$ cat config.mk
export PLATFORM = sky130hd
export DESIGN_NAME = vfid_top
export DESIGN_NICKNAME = d
export VERILOG_FILES = /design/src/rtl/vfid_pkg.sv /design/src/rtl/vfid_val_if.sv /design/src/rtl/vfid_value.sv /design/src/rtl/vfid_top.sv
export SDC_FILE = /design/constraint.sdc
export NUM_CORES = 1
export LEC_CHECK = 0
export ABC_AREA = 1
export BUFFER_PORTS_ARGS = -buffer_cell sky130_fd_sc_hd__buf_2
export CAP_MARGIN = 20
export CORE_MARGIN = 2
export CORE_UTILIZATION = 37
export CTS_CLUSTER_SIZE = 12
export DETAILED_ROUTE_END_ITERATION = 7
export GPL_TIMING_DRIVEN = 0
export PLACE_DENSITY = 0.86
export REMOVE_ABC_BUFFERS = 1
export SLEW_MARGIN = 20
export SYNTH_ARGS = -nofsm -noshare
export SYNTH_HDL_FRONTEND = slang
export SYNTH_SLANG_ARGS = --single-unit
$ cat constraint.sdc
create_clock -name sys_clk_i -period 1.73 [get_ports sys_clk_i]
set_clock_uncertainty 0.2 [all_clocks]
set_input_delay 0.346 -clock sys_clk_i [delete_from_list [all_inputs] [get_ports sys_clk_i]]
set_output_delay 0.346 -clock sys_clk_i [all_outputs]
set_load 0.01 [all_outputs]
$ cat src/rtl/vfid_pkg.sv
// Purpose: constants for the vector feature identification register
// Assumes: one 64-bit read-only value, system-register style access
// Notes:   field positions are lsb positions of 4-bit fields
package vfid_pkg;

    // ------------------------------------------------------------
    // field layout
    // ------------------------------------------------------------
    localparam int unsigned FIELD_W              = 4;
    localparam int unsigned REG_W                = 64;
    localparam int unsigned DOUBLE_MATMUL_LSB    = 56;
    localparam int unsigned SINGLE_MATMUL_LSB    = 52;
    localparam int unsigned BYTE_INT_MATMUL_LSB  = 44;
    localparam int unsigned BLOCK_CIPHER_LSB     = 40;
    localparam int unsigned KECCAK_HASH_LSB      = 32;
    localparam int unsigned BRAIN_FLOAT_LSB      = 20;
    localparam int unsigned BIT_PERMUTE_LSB      = 16;
    localparam int unsigned CIPHER_ROUND_LSB     = 4;
    localparam int unsigned BASE_VERSION_LSB     = 0;

    // ------------------------------------------------------------
    // field values
    // ------------------------------------------------------------
    localparam logic [3:0] DOUBLE_MATMUL_VAL     = 4'h0;
    localparam logic [3:0] SINGLE_MATMUL_VAL     = 4'h0;
    localparam logic [3:0] BYTE_INT_MATMUL_VAL   = 4'h1;
    localparam logic [3:0] BLOCK_CIPHER_ON_VAL   = 4'h1;
    localparam logic [3:0] KECCAK_HASH_ON_VAL    = 4'h1;
    localparam logic [3:0] BRAIN_FLOAT_VAL       = 4'h1;
    localparam logic [3:0] BIT_PERMUTE_VAL       = 4'h1;
    localparam logic [3:0] CIPHER_ROUND_ON_VAL   = 4'h2;
    localparam logic [3:0] BASE_VERSION_VAL      = 4'h1;
    localparam logic [3:0] CRYPTO_OFF_VAL        = 4'h0;
    localparam logic [63:0] RESERVED_MASK        = 64'hf00f_00f0_ff00_ff00;

    // ------------------------------------------------------------
    // access encoding
    // ------------------------------------------------------------
    localparam logic [1:0] ENC_OP0               = 2'h3;
    localparam logic [2:0] ENC_OP1               = 3'h0;
    localparam logic [3:0] ENC_CRN               = 4'h0;
    localparam logic [3:0] ENC_CRM               = 4'h4;
    localparam logic [2:0] ENC_OP2               = 3'h4;

    // ------------------------------------------------------------
    // privilege levels and trap syndrome
    // ------------------------------------------------------------
    localparam logic [1:0] EL_USER               = 2'h0;
    localparam logic [1:0] EL_KERNEL             = 2'h1;
    localparam logic [1:0] EL_HYP                = 2'h2;
    localparam logic [1:0] EL_MONITOR            = 2'h3;
    localparam logic [5:0] TRAP_CLASS_SYSREG     = 6'h18;
    localparam logic [5:0] TRAP_CLASS_NONE       = 6'h00;

    typedef enum logic [1:0] {
        ANS_NONE,
        ANS_DATA,
        ANS_TRAP,
        ANS_WRITE_IGNORED
    } vfid_answer_t;

    function automatic logic vfid_enc_hit(
        input logic [1:0] op0,
        input logic [2:0] op1,
        input logic [3:0] crn,
        input logic [3:0] crm,
        input logic [2:0] op2
    );
        vfid_enc_hit = (op0 == ENC_OP0) && (op1 == ENC_OP1) &&
                       (crn == ENC_CRN) && (crm == ENC_CRM) &&
                       (op2 == ENC_OP2);
    endfunction

endpackage

$ cat src/rtl/vfid_val_if.sv
// Purpose: carries crypto configuration to the value builder and back
// Assumes: purely combinational link inside the block
// Notes:   none
`timescale 1ns/1ns
interface vfid_val_if;
    logic        crypto_on;
    logic [63:0] value;

    modport builder (input crypto_on, output value);
    modport user    (output crypto_on, input value);
endinterface

$ cat src/rtl/vfid_value.sv
// Purpose: builds the constant identification word
// Assumes: crypto_on is a stable configuration level
// Notes:   reserved ranges are left at zero
`timescale 1ns/1ns
module vfid_value
    import vfid_pkg::*;
(
    // value link
    vfid_val_if.builder val
);

    // ------------------------------------------------------------
    // assembly
    // ------------------------------------------------------------
    logic [63:0] word;
    logic [3:0]  cipher_f;
    logic [3:0]  hash_f;
    logic [3:0]  round_f;

    always_comb
    begin
        cipher_f = val.crypto_on ? BLOCK_CIPHER_ON_VAL : CRYPTO_OFF_VAL;
        hash_f   = val.crypto_on ? KECCAK_HASH_ON_VAL  : CRYPTO_OFF_VAL;
        round_f  = val.crypto_on ? CIPHER_ROUND_ON_VAL : CRYPTO_OFF_VAL;
        word     = 64'h0;
        word[DOUBLE_MATMUL_LSB   +: FIELD_W] = DOUBLE_MATMUL_VAL;
        word[SINGLE_MATMUL_LSB   +: FIELD_W] = SINGLE_MATMUL_VAL;
        word[BYTE_INT_MATMUL_LSB +: FIELD_W] = BYTE_INT_MATMUL_VAL;
        word[BLOCK_CIPHER_LSB    +: FIELD_W] = cipher_f;
        word[KECCAK_HASH_LSB     +: FIELD_W] = hash_f;
        word[BRAIN_FLOAT_LSB     +: FIELD_W] = BRAIN_FLOAT_VAL;
        word[BIT_PERMUTE_LSB     +: FIELD_W] = BIT_PERMUTE_VAL;
        word[CIPHER_ROUND_LSB    +: FIELD_W] = round_f;
        word[BASE_VERSION_LSB    +: FIELD_W] = BASE_VERSION_VAL;
        // belt and braces: force reserved ranges low
        word = word & ~RESERVED_MASK;
    end

    assign val.value = word;

endmodule

$ cat src/rtl/vfid_top.sv
// Purpose: vector feature identification register with access checks
// Assumes: one read or write request per cycle, inputs synchronous
// Notes:   answer comes one cycle after the request
//
// Notes on behaviour
// - double-precision matrix multiply field [59:56] reads zero.
// - single-precision matrix multiply field [55:52] reads zero.
// - byte integer matrix multiply field [47:44] reads one.
// - block cipher field [43:40] reads one only with crypto on, else zero.
// - keccak hash field [35:32] reads one only with crypto on, else zero.
// - brain-float field [23:20] reads one.
// - bit permute field [19:16] reads one.
// - cipher round field [7:4] reads two with crypto on, else zero.
// - base vector version field [3:0] reads one.
// - reserved ranges always read zero.
// - selected by encoding op0 3, op1 0, crn 0, crm 4, op2 4.
// - user read traps class 0x18, to hypervisor if enabled and routed, else kernel.
// - kernel read traps to hypervisor when enabled and id trap set.
`timescale 1ns/1ns
module vfid_top
    import vfid_pkg::*;
#(
    parameter bit CRYPTO_IMPLEMENTED = 1'b1
)
(
    // clock and reset
    input  wire logic        sys_clk_i,
    input  wire logic        rst_n_i,

    // access request
    input  wire logic        rd_req_i,
    input  wire logic        wr_req_i,
    input  wire logic [1:0]  op0_i,
    input  wire logic [2:0]  op1_i,
    input  wire logic [3:0]  crn_i,
    input  wire logic [3:0]  crm_i,
    input  wire logic [2:0]  op2_i,
    input  wire logic [1:0]  el_i,

    // trap controls
    input  wire logic        hyp_enabled_i,
    input  wire logic        hyp_id_read_trap_i,
    input  wire logic        hyp_trap_general_route_i,

    // configuration
    input  wire logic        crypto_enable_i,

    // answer
    output logic             sel_o,
    output logic             ack_o,
    output logic [63:0]      data_o,
    output logic             trap_o,
    output logic [1:0]       trap_el_o,
    output logic [5:0]       trap_class_o,
    output logic             wr_ignored_o
);

    // ------------------------------------------------------------
    // state
    // ------------------------------------------------------------
    typedef struct packed {
        vfid_answer_t answer;
        logic [63:0]  data;
        logic [1:0]   trap_el;
        logic [5:0]   trap_class;
    } vfid_state_t;

    vfid_state_t state_reg;
    vfid_state_t state_next;

    // ------------------------------------------------------------
    // value builder
    // ------------------------------------------------------------
    vfid_val_if val ();

    // crypto off when not built in, regardless of the enable input
    assign val.crypto_on = CRYPTO_IMPLEMENTED
                           & crypto_enable_i;

    vfid_value u_value (
        .val (val)
    );

    // ------------------------------------------------------------
    // decode
    // ------------------------------------------------------------
    logic hit;
    logic rd_hit;
    logic wr_hit;
    logic trap_now;
    logic [1:0] trap_tgt;

    assign hit    = vfid_enc_hit(op0_i, op1_i, crn_i, crm_i, op2_i);
    assign rd_hit = rd_req_i & hit;
    // a read and a write together: the read is served, the write dropped
    assign wr_hit = wr_req_i & ~rd_req_i & hit;

    always_comb
    begin
        trap_now = 1'b0;
        trap_tgt = EL_KERNEL;
        case (el_i)
            EL_USER:
            begin
                trap_now = 1'b1;
                trap_tgt = (hyp_enabled_i && hyp_trap_general_route_i)
                           ? EL_HYP : EL_KERNEL;
            end
            EL_KERNEL:
            begin
                trap_now = hyp_enabled_i & hyp_id_read_trap_i;
                trap_tgt = EL_HYP;
            end
            EL_HYP,
            EL_MONITOR:
            begin
                trap_now = 1'b0;
                trap_tgt = EL_KERNEL;
            end
            default:
            begin
                trap_now = 1'b0;
                trap_tgt = EL_KERNEL;
            end
        endcase
    end

    // ------------------------------------------------------------
    // next state
    // ------------------------------------------------------------
    always_comb
    begin
        state_next            = state_reg;
        state_next.answer     = ANS_NONE;
        state_next.data       = 64'h0;
        state_next.trap_el    = EL_USER;
        state_next.trap_class = TRAP_CLASS_NONE;
        if (rd_hit)
        begin
            if (trap_now)
            begin
                state_next.answer     = ANS_TRAP;
                state_next.trap_el    = trap_tgt;
                state_next.trap_class = TRAP_CLASS_SYSREG;
            end
            else
            begin
                state_next.answer = ANS_DATA;
                state_next.data   = val.value;
            end
        end
        else if (wr_hit)
        begin
            // no storage exists, so nothing can change
            state_next.answer = ANS_WRITE_IGNORED;
        end
    end

    // ------------------------------------------------------------
    // registers
    // ------------------------------------------------------------
    // only the answer pipeline resets; the identification value is
    // never stored, so reset cannot alter it
    always_ff @(posedge sys_clk_i or negedge rst_n_i)
    begin
        if (!rst_n_i)
        begin
            state_reg <= '{answer:     ANS_NONE,
                           data:       64'h0,
                           trap_el:    EL_USER,
                           trap_class: TRAP_CLASS_NONE};
        end
        else
        begin
            state_reg <= state_next;
        end
    end

    // ------------------------------------------------------------
    // outputs
    // ------------------------------------------------------------
    // all flags decode from one registered code, so two kinds of
    // answer can never show in the same cycle
    always_comb
    begin
        ack_o        = 1'b0;
        trap_o       = 1'b0;
        wr_ignored_o = 1'b0;
        case (state_reg.answer)
            ANS_NONE:
            begin
                ack_o = 1'b0;
            end
            ANS_DATA:
            begin
                ack_o = 1'b1;
            end
            ANS_TRAP:
            begin
                ack_o  = 1'b1;
                trap_o = 1'b1;
            end
            ANS_WRITE_IGNORED:
            begin
                ack_o        = 1'b1;
                wr_ignored_o = 1'b1;
            end
            default:
            begin
                ack_o = 1'b0;
            end
        endcase
    end

    assign sel_o        = hit;
    assign data_o       = state_reg.data;
    assign trap_el_o    = state_reg.trap_el;
    assign trap_class_o = state_reg.trap_class;

endmodule

==> metrics.log, run 1 <==
INFO  metric max_freq = 621 MHz
INFO  metric post_cts_buffers = 0
INFO  metric setup_tns = 0 ps
INFO  metric synth.area.top_cells = sky130_fd_sc_hd__buf_4 (58%), sky130_fd_sc_hd__dfrtp_1 (19%), sky130_fd_sc_hd__inv_1 (4.4%)
INFO  metric port-buffer-count = 40
INFO  metric root_buffer = sky130_fd_sc_hd__clkbuf_4
INFO  metric path_max_fanout = 3
INFO  metric static-leakage-power = 0.644 nW
INFO  metric antenna-diode-count = 0
INFO  metric worstSetupPathType = reg2out
INFO  metric grt_overflow_total = 0
INFO  metric holdCritPathClass = in2reg
INFO  metric initial_util = 0.386
INFO  metric tritoncts = done
INFO  metric rsz0062_at_grt = no
INFO  metric clk_pin_slew_worst_setup_hold_paths = 60 ps
INFO  metric count_of_final_max_slew_check_failures = 0
INFO  metric die_x = 54.4 um
INFO  metric critPathLaunchType = register
INFO  metric synthXorXnorAreaFrac = 0
INFO  metric design_area = 898 um^2
INFO  metric synth_top_family_by_area = buffers and inverters
INFO  metric cts_hold_buf = 1
INFO  metric ctsLongestPathBuffers = 2
INFO  metric route.vias.total = 598
INFO  metric synth-compound-area-share = 0.00533
INFO  metric instances_no_fill = 186
INFO  metric maximum_vdd_drop = 0.181 mV
INFO  metric placed_cell_area = 861 um^2
INFO  metric cts.htree.levels = 1
INFO  metric drt-vias-per-instance = 3.22
INFO  metric ys_ff_latch = 7
INFO  metric clock_sinks = 7
INFO  metric synth_cell_type_count = 15
INFO  metric first_pass_iters = 2
INFO  metric setup_viol = 0
INFO  metric detailedPlacementHpwl = 1.10 mm
INFO  metric number_of_antenna_violations_at_the_first_check_in_global_routing = 0
INFO  metric routed_wl = 1.14 mm
INFO  metric syn-instance-count = 123
INFO  metric wl_per_cell = 6.11 um
INFO  metric groute.usage.overall = 0.0685
INFO  metric synth.area.mux_share = 0
INFO  metric route.detailed.drc = 0
INFO  metric post_synth.cell_area_avg = 7.63 um^2
INFO  metric place.detailed.instances = 181
INFO  metric initialDrtViolationCount = 1
INFO  metric cts.repair.resized = 0
INFO  metric worstPathRequired = 1180 ps
INFO  metric layout-area-overhead-vs-synth = -4.27%
INFO  metric cts_made_buffers = 3
INFO  metric fillers = 265
INFO  metric synth.cell_area = 938 um^2
INFO  metric total_power = 0.000423 W
INFO  metric report.final.hold_viol_count = 0
INFO  metric cap_violations = 0
INFO  metric antenna_violating_nets_post_route = 0
INFO  metric count_of_warnings_emitted_by_yosys = 0
INFO  metric yosys.area_share.simple = 0.184
INFO  metric post_route_cells_drive_above_1_share = 0.353
INFO  metric first_global_vias = 410
INFO  metric cp_capture_type = output port
INFO  metric synthDominantAreaCellType = sky130_fd_sc_hd__buf_4
INFO  metric final_cycle_share = 0.931
INFO  metric floorplan.rows = 18
INFO  metric grt_pass1_wl = 1.41 mm
INFO  metric ys_seq_area_frac = 0.187
INFO  metric pin_count_of_the_biggest_net_entering_global_routing = 8
INFO  metric status = finished clean
INFO  metric yosys.area.top_type_share = 0.576
INFO  metric core_region_area = 2430 um^2
INFO  metric die_area = 2960 um^2
INFO  metric crit_arrival = 1060 ps
INFO  metric synth_adder_area_share = 0
INFO  metric die_height = 54.4 um
INFO  metric nNetsFinal = 183
INFO  metric globalplace.congestion = 0.611
INFO  metric top_level_ports = 102
INFO  metric period_minus_slack = 1610 ps
INFO  metric p_per_area = 470 nW/um^2
## layout make-up
type                            instances  area [um^2]  share of cell area
Multi-Input combinational cell         93          407               0.453
Timing Repair Buffer                   41          210               0.234
Sequential cell                         7          175               0.195
Inverter                               11         41.3              0.0460
Tap cell                               30         37.5              0.0418
Clock buffer                            3         22.5              0.0251
Clock inverter                          1         5.00             0.00557
## per-layer routing
| layer | vias to the layer above | track usage | routed length, um |
|---|---|---|---|
| met1 | 253 | 0.0735 | 361 |
| met5 | - | 0 | 0 |
| met4 | 0 | 0.0750 | 0 |
| met3 | 0 | 0.0109 | 153 |
| li1 | 300 | - | - |
| met2 | 45 | 0.108 | 621 |
## cell usage in the layout (no fill, tap or decap)
cell type,n
sky130_fd_sc_hd__nand3_1,1
sky130_fd_sc_hd__nor4_1,1
sky130_fd_sc_hd__a21oi_1,1
sky130_fd_sc_hd__buf_2,40
sky130_fd_sc_hd__dfrtp_1,7
sky130_fd_sc_hd__conb_1,61
sky130_fd_sc_hd__clkinv_2,1
sky130_fd_sc_hd__dlygate4sd3_1,1
sky130_fd_sc_hd__nand4_1,1
sky130_fd_sc_hd__clkbuf_4,3
sky130_fd_sc_hd__nor2_4,2
sky130_fd_sc_hd__nor2_2,4
sky130_fd_sc_hd__or2_2,1
sky130_fd_sc_hd__nor2_1,7
sky130_fd_sc_hd__nand4_2,2
sky130_fd_sc_hd__nand2_1,10
sky130_fd_sc_hd__nand2_2,2
sky130_fd_sc_hd__inv_1,11
## power by group
| part | internal (W) | switching, W | leakage, nW |
|---|---|---|---|
| clock | 0.0000845 | 0.0000627 | 0.0177 |
| combinational | 0.0000275 | 0.0000840 | 0.528 |
| sequential | 0.000164 | 0.000000000745 | 0.0979 |
| total | 0.000276 | 0.000147 | 0.644 |
## worst paths after layout
path | to | start | depth (start not counted) | slack, ps
setup / recovery | ack_o | state_reg[73] | 2 | 120
hold / removal | data_o[40] | crypto_enable_i | 3 | 120
max in group asynchronous | data_o[40] | rst_n_i | 2 | 920
min in group asynchronous | trap_class_o[3] | rst_n_i | 2 | 250
## cell families (layout without fill, tap and decap cells)
group	count (synthesis)	after routing
AND/OR/NAND/NOR	31	31
other	1	61
flip-flops	7	7
AO/OA/AOI/OAI	1	1
buffers and inverters	83	56
## metrics by stage
stage | setup WS, ps | hold slack (ps) | utilization
after floorplan | 203 | -150 | -
after global placement | 146 | -24.2 | 0.354
after detailed placement | 105 | -16.0 | 0.354
after CTS | 99.3 | 105 | 0.369
after global routing | 2.83 | 123 | 0.369
final | 119 | 116 | 0.369
## worst max-delay path, stage by stage (launching register included)
cell	delay [ps]
sky130_fd_sc_hd__dfrtp_1	390
sky130_fd_sc_hd__or2_2	290
sky130_fd_sc_hd__buf_2	140
## Yosys cell counts
| cell type | number |
|---|---|
| sky130_fd_sc_hd__buf_4 | 72 |
| sky130_fd_sc_hd__inv_1 | 11 |
| sky130_fd_sc_hd__nand2_1 | 10 |
| sky130_fd_sc_hd__dfrtp_1 | 7 |
| sky130_fd_sc_hd__nor2_1 | 7 |
| sky130_fd_sc_hd__nor2_2 | 4 |
| sky130_fd_sc_hd__nand2_2 | 2 |
| sky130_fd_sc_hd__nand4_2 | 2 |
| sky130_fd_sc_hd__nor2_4 | 2 |
| sky130_fd_sc_hd__a21oi_1 | 1 |
| sky130_fd_sc_hd__conb_1 | 1 |
| sky130_fd_sc_hd__nand3_1 | 1 |
| sky130_fd_sc_hd__nand4_1 | 1 |
| sky130_fd_sc_hd__nor4_1 | 1 |
| sky130_fd_sc_hd__or2_2 | 1 |
No activity file was read; power rests on OpenSTA's default activity.
==> inputs of run 2 (changes only) <==
--- a/config.mk
+++ b/config.mk
@@ -8,14 +8,16 @@
 export ABC_AREA = 1
 export BUFFER_PORTS_ARGS = -buffer_cell sky130_fd_sc_hd__buf_2
 export CAP_MARGIN = 20
+export CORE_ASPECT_RATIO = 1.4
 export CORE_MARGIN = 2
 export CORE_UTILIZATION = 37
 export CTS_CLUSTER_SIZE = 12
 export DETAILED_ROUTE_END_ITERATION = 7
 export GPL_TIMING_DRIVEN = 0
-export PLACE_DENSITY = 0.86
+export PLACE_DENSITY_LB_ADDON = 0.15
 export REMOVE_ABC_BUFFERS = 1
 export SLEW_MARGIN = 20
 export SYNTH_ARGS = -nofsm -noshare
 export SYNTH_HDL_FRONTEND = slang
 export SYNTH_SLANG_ARGS = --single-unit
+export TNS_END_PERCENT = 20
==> run 2 against run 1 <==
  * Die area rose by 0.19%
  * First-iteration DRC count rose to 6.0 times the previous value
  * Worst setup slack gained 5.6 ps
  * Critical path type is now in2out
  * Sequential power about the same
  * Largest power group unchanged
  * Global-route usage up 0.90 points
  * Sequential cell count unchanged
  * Total power decreased by 0.93%
  * Combinational power is essentially flat
  * Largest cell class unchanged
  * Worst hold slack improved by 5.0 ps
==> metrics.log, run 2 (synthesis gave the netlist of run 1 again) <==
INFO  metric power.share.switching = 0.333
INFO  metric total_power = 0.000419 W
INFO  metric worstSetupPathType = in2out
INFO  metric critPathLaunchType = primary input
INFO  metric floorplan.rows = 21
INFO  metric max_freq = 623 MHz
INFO  metric p_int = 0.000279 W
INFO  metric clock_power_share = 0.341
INFO  metric count_of_final_max_slew_check_failures = 0
INFO  metric setup_tns = 0 ps
INFO  metric first_global_vias = 443
INFO  metric groute.usage.overall = 0.0775
INFO  metric static-leakage-power = 0.641 nW
INFO  metric die_area = 2960 um^2
INFO  metric number_of_antenna_violations_at_the_first_check_in_global_routing = 0
INFO  metric cts_made_buffers = 3
INFO  metric grt_pass1_wl = 1.64 mm
INFO  metric post_cts_buffers = 0
INFO  metric die_x = 46.6 um
INFO  metric area.sequential = 175 um^2
INFO  metric final_cycle_share = 0.928
INFO  metric initial_util = 0.392
INFO  metric top_level_ports = 102
INFO  metric holdCritPathClass = in2reg
INFO  metric multiInputGateArea = 407 um^2
INFO  metric report.final.hold_viol_count = 0
INFO  metric timing.hold.ws = 121 ps
INFO  metric post_route_cells_drive_above_1_share = 0.346
INFO  metric port-buffer-count = 40
INFO  metric layout-area-overhead-vs-synth = -3.87%
INFO  metric ctsLongestPathBuffers = 2
INFO  metric routed_wl = 1.19 mm
INFO  metric globalplace.congestion = 0.621
INFO  metric root_buffer = sky130_fd_sc_hd__clkbuf_4
INFO  metric cap_violations = 0
INFO  metric cts_hold_buf = 1
INFO  metric maximum_vdd_drop = 0.173 mV
INFO  metric wl_per_cell = 6.27 um
INFO  metric antenna_violating_nets_post_route = 0
INFO  metric initialDrtViolationCount = 6
INFO  metric fillers = 268
INFO  metric route.vias.total = 598
INFO  metric crit_arrival = 1060 ps
INFO  metric status = finished clean
INFO  metric setup_viol = 0
INFO  metric first_pass_iters = 2
INFO  metric die_height = 63.6 um
INFO  metric worstPathRequired = 1180 ps
INFO  metric clock_sinks = 7
INFO  metric cp_capture_type = output port
INFO  metric tritoncts = done
INFO  metric drt-vias-per-instance = 3.15
INFO  metric period_minus_slack = 1610 ps
INFO  metric route.detailed.drc = 0
INFO  metric cts.repair.resized = 0
INFO  metric pwr-share-comb = 0.267
INFO  metric clk_pin_slew_worst_setup_hold_paths = 50 ps
INFO  metric rsz0062_at_grt = no
INFO  metric sequentialPowerShare = 0.392
INFO  metric antenna-diode-count = 0
INFO  metric path_max_fanout = 2
INFO  metric detailedPlacementHpwl = 1.12 mm
INFO  metric final_common_cell = sky130_fd_sc_hd__conb_1
INFO  metric nNetsFinal = 183
INFO  metric cts.htree.levels = 1
INFO  metric core_region_area = 2390 um^2
INFO  metric p_per_area = 464 nW/um^2
INFO  metric netSwitchingPower = 0.000139 W
INFO  metric pin_count_of_the_biggest_net_entering_global_routing = 8
INFO  metric final_cell_mix = sky130_fd_sc_hd__conb_1 (61), sky130_fd_sc_hd__buf_2 (40), sky130_fd_sc_hd__inv_1 (11)
INFO  metric grt_overflow_total = 0
## run 2: worst paths after layout
check,cells after the start,startpoint,to
worst max-delay path,5,op1_i[1],sel_o
worst min-delay path,3,crypto_enable_i,data_o[40]
max in group asynchronous,2,rst_n_i,state_reg[72]
min in group asynchronous,2,rst_n_i,state_reg[73]
## run 2: layout make-up
cell class,instances,share of cell area
multi-input cells,93,0.451
well taps,34,0.0472
clock buffers,4,0.0291
inverters,11,0.0458
flip-flops and latches,7,0.194
repair buffers,41,0.233
## run 2: worst max-delay path, stage by stage
cell	delay, ps
sky130_fd_sc_hd__buf_2	90
sky130_fd_sc_hd__nor2_1	120
sky130_fd_sc_hd__nand2_2	90
sky130_fd_sc_hd__nor4_1	240
sky130_fd_sc_hd__buf_2	170
## run 2: metal layers
layer | part of all wire | vias up | global-route usage | wire length [um]
li1 | - | 301 | - | -
met1 | 0.27 | 247 | 0.0756 | 323
met2 | 0.53 | 48 | 0.118 | 630
met3 | 0.17 | 2 | 0.0172 | 207
met4 | 0.026 | 0 | 0.0857 | 31
met5 | 0 | - | 0 | 0
## run 2: power groups by stage
stage,sequential [W],combinational (W),clock [W]
final,0.000164,0.000112,0.000143
after global routing,0.000164,0.000126,0.000153
after CTS,0.000164,0.000110,0.000151
after detailed placement,0.000167,0.000108,0
after global placement,0.000167,0.000107,0
after floorplan,0.000167,0.0000737,0
## run 2: metrics by stage
| step | util | cell area, um^2 | setup WS [ps] | cells |
|---|---|---|---|---|
| floorplan | - | 623 | 203 | 111 |
| global placement | 0.362 | 866 | 126 | 185 |
| detailed placement | 0.362 | 866 | 125 | 185 |
| CTS | 0.377 | 902 | 116 | 190 |
| global route | 0.377 | 902 | 36.5 | 190 |
| finish | 0.377 | 902 | 125 | 190 |
==> inputs of run 3 (changes only) <==
--- a/config.mk
+++ b/config.mk
@@ -10,7 +10,7 @@
 export CAP_MARGIN = 20
 export CORE_ASPECT_RATIO = 1.4
 export CORE_MARGIN = 2
-export CORE_UTILIZATION = 37
+export CORE_UTILIZATION = 34
 export CTS_CLUSTER_SIZE = 12
 export DETAILED_ROUTE_END_ITERATION = 7
 export GPL_TIMING_DRIVEN = 0
==> constraint.sdc (replaced) <==
create_clock -name sys_clk_i -period 1.5 [get_ports sys_clk_i]
set_clock_uncertainty 0.2 [all_clocks]
set_input_delay 0.3 -clock sys_clk_i [delete_from_list [all_inputs] [get_ports sys_clk_i]]
set_output_delay 0.3 -clock sys_clk_i [all_outputs]
set_load 0.01 [all_outputs]
==> run 3 against run 2 <==
  * Worst setup slack got worse by 120 ps
  * Sequential cell count is the same
  * Combinational power increased by 26%
  * Non-clock buffer count is 2 higher
  * Sequential power grew 15%
  * Global-route usage is 1.3 points lower
  * Clock power rose by 14%
  * Clock-buffer cell count down 1
  * Largest cell class unchanged
==> metrics.log, run 3 (synthesis gave the netlist of run 1 again) <==
INFO  metric report.final.hold_viol_count = 0
INFO  metric status = finished clean
INFO  metric placed_cell_area = 868 um^2
INFO  metric route.vias.total = 617
INFO  metric worstPathRequired = 1000 ps
INFO  metric die_height = 66.2 um
INFO  metric p_per_area = 510 nW/um^2
INFO  metric cts.htree.levels = 1
INFO  metric ctsLongestPathBuffers = 2
INFO  metric grt_pass1_wl = 1.61 mm
INFO  metric cp_capture_type = output port
INFO  metric period_minus_slack = 1500 ps
INFO  metric first_pass_iters = 3
INFO  metric first_global_vias = 460
INFO  metric worstSetupPathType = reg2out
INFO  metric antenna-diode-count = 0
INFO  metric cap_violations = 0
INFO  metric fillers = 298
INFO  metric layout-area-overhead-vs-synth = 2.93%
INFO  metric max_freq = 669 MHz
INFO  metric clock_sinks = 7
INFO  metric core_region_area = 2620 um^2
INFO  metric cts_made_buffers = 3
INFO  metric drt-vias-per-instance = 3.18
INFO  metric capturing_element_of_the_worst_setup_path = ack_o
INFO  metric final_cell_mix = sky130_fd_sc_hd__conb_1 (61), sky130_fd_sc_hd__buf_2 (37), sky130_fd_sc_hd__nand2_1 (9), sky130_fd_sc_hd__inv_1 (9), sky130_fd_sc_hd__dfrtp_1 (7)
INFO  metric crit_arrival = 1000 ps
INFO  metric final_cycle_share = 0.997
INFO  metric initial_util = 0.359
INFO  metric antenna_violating_nets_post_route = 0
INFO  metric port-buffer-count = 40
INFO  metric static-leakage-power = 0.656 nW
INFO  metric tritoncts = done
INFO  metric design_area = 966 um^2
INFO  metric final_common_cell = sky130_fd_sc_hd__conb_1
INFO  metric setup_viol = 0
INFO  metric globalplace.congestion = 0.675
INFO  metric initialDrtViolationCount = 3
INFO  metric number_of_antenna_violations_at_the_first_check_in_global_routing = 0
INFO  metric count_of_final_max_slew_check_failures = 0
INFO  metric detailedPlacementHpwl = 1.13 mm
INFO  metric wl_per_cell = 6.22 um
INFO  metric routed_wl = 1.21 mm
INFO  metric groute.usage.overall = 0.0642
INFO  metric rsz0062_at_grt = yes
INFO  metric grt_overflow_total = 0
INFO  metric setup.worst_path.start = state_reg[72]
INFO  metric path_max_fanout = 3
INFO  metric route.detailed.drc = 0
INFO  metric die_area = 3200 um^2
INFO  metric top_level_ports = 102
INFO  metric root_buffer = sky130_fd_sc_hd__clkbuf_4
INFO  metric setup_tns = 0 ps
INFO  metric clk_pin_slew_worst_setup_hold_paths = 50 ps
INFO  metric holdCritPathClass = in2reg
INFO  metric floorplan.rows = 22
INFO  metric die_x = 48.4 um
INFO  metric maximum_vdd_drop = 0.163 mV
INFO  metric nNetsFinal = 185
INFO  metric critPathLaunchType = register
INFO  metric timing.hold.ws = 76.3 ps
INFO  metric pin_count_of_the_biggest_net_entering_global_routing = 8
INFO  metric post_route_cells_drive_above_1_share = 0.405
-- run 3: cell types whose count changed in the layout (fill, tap and decap cells not counted), sizes merged --
cell    delta
clkbuf     -1
buf        +2
clkinv     +1
-- run 3: area by class of cell --
type,count,area (um^2),share of cell area
Timing Repair Buffer,43,244,0.253
Sequential cell,7,175,0.181
Inverter,11,43.8,0.0453
Tap cell,36,45.0,0.0466
Clock inverter,1,5.00,0.00518
Multi-Input combinational cell,93,430,0.446
Clock buffer,3,22.5,0.0233
-- run 3: report_power, final --
part             switching, W  leakage, nW  internal [W]
clock               0.0000659       0.0177     0.0000971
combinational        0.000102        0.540     0.0000388
sequential     0.000000000838       0.0979      0.000189
total                0.000168        0.656      0.000325
-- run 3: what timing repair did --
item | in CTS | in global routing
hold endpoints to repair | 7 | 0
gates resized for setup | 3 | 10
setup buffers | 2 | 0
hold buffers | 1 | 0
pin swaps | 4 | 4
setup endpoints to repair | 2 | 2
-- run 3: per-stage QoR --
step,util,power (W),setup slack [ps],std cells
detailed placement,0.332,0.000316,-30.1,187
global route,0.369,0.000532,-43.2,194
floorplan,-,0.000277,64.9,111
CTS,0.356,0.000490,-10.6,194
finish,0.369,0.000493,4.66,194
global placement,0.332,0.000315,-17.2,187
-- run 3: routing by layer --
layer  up-vias  part of all wire  global-route usage
met4         0             0.012              0.0536
met5         -                 0                   0
met3         2              0.15              0.0204
met2        49              0.59               0.125
met1       261              0.25              0.0513
li1        305                 -                   -
-- run 3: worst max-delay path: stages, from the launching register on --
cell	delay, ps
sky130_fd_sc_hd__dfrtp_1	380
sky130_fd_sc_hd__or2_4	250
sky130_fd_sc_hd__buf_6	120
-- run 3: how the worst min path moves through the flow --
stage | startpoint | end | cells past startpoint
after detailed placement | rst_n_i | trap_class_o[3] | 1
after global routing | crypto_enable_i | data_o[40] | 3
after global placement | rst_n_i | trap_class_o[3] | 1
final | crypto_enable_i | data_o[40] | 3
after floorplan | rst_n_i | data_o[20] | 0
after CTS | crypto_enable_i | data_o[40] | 3
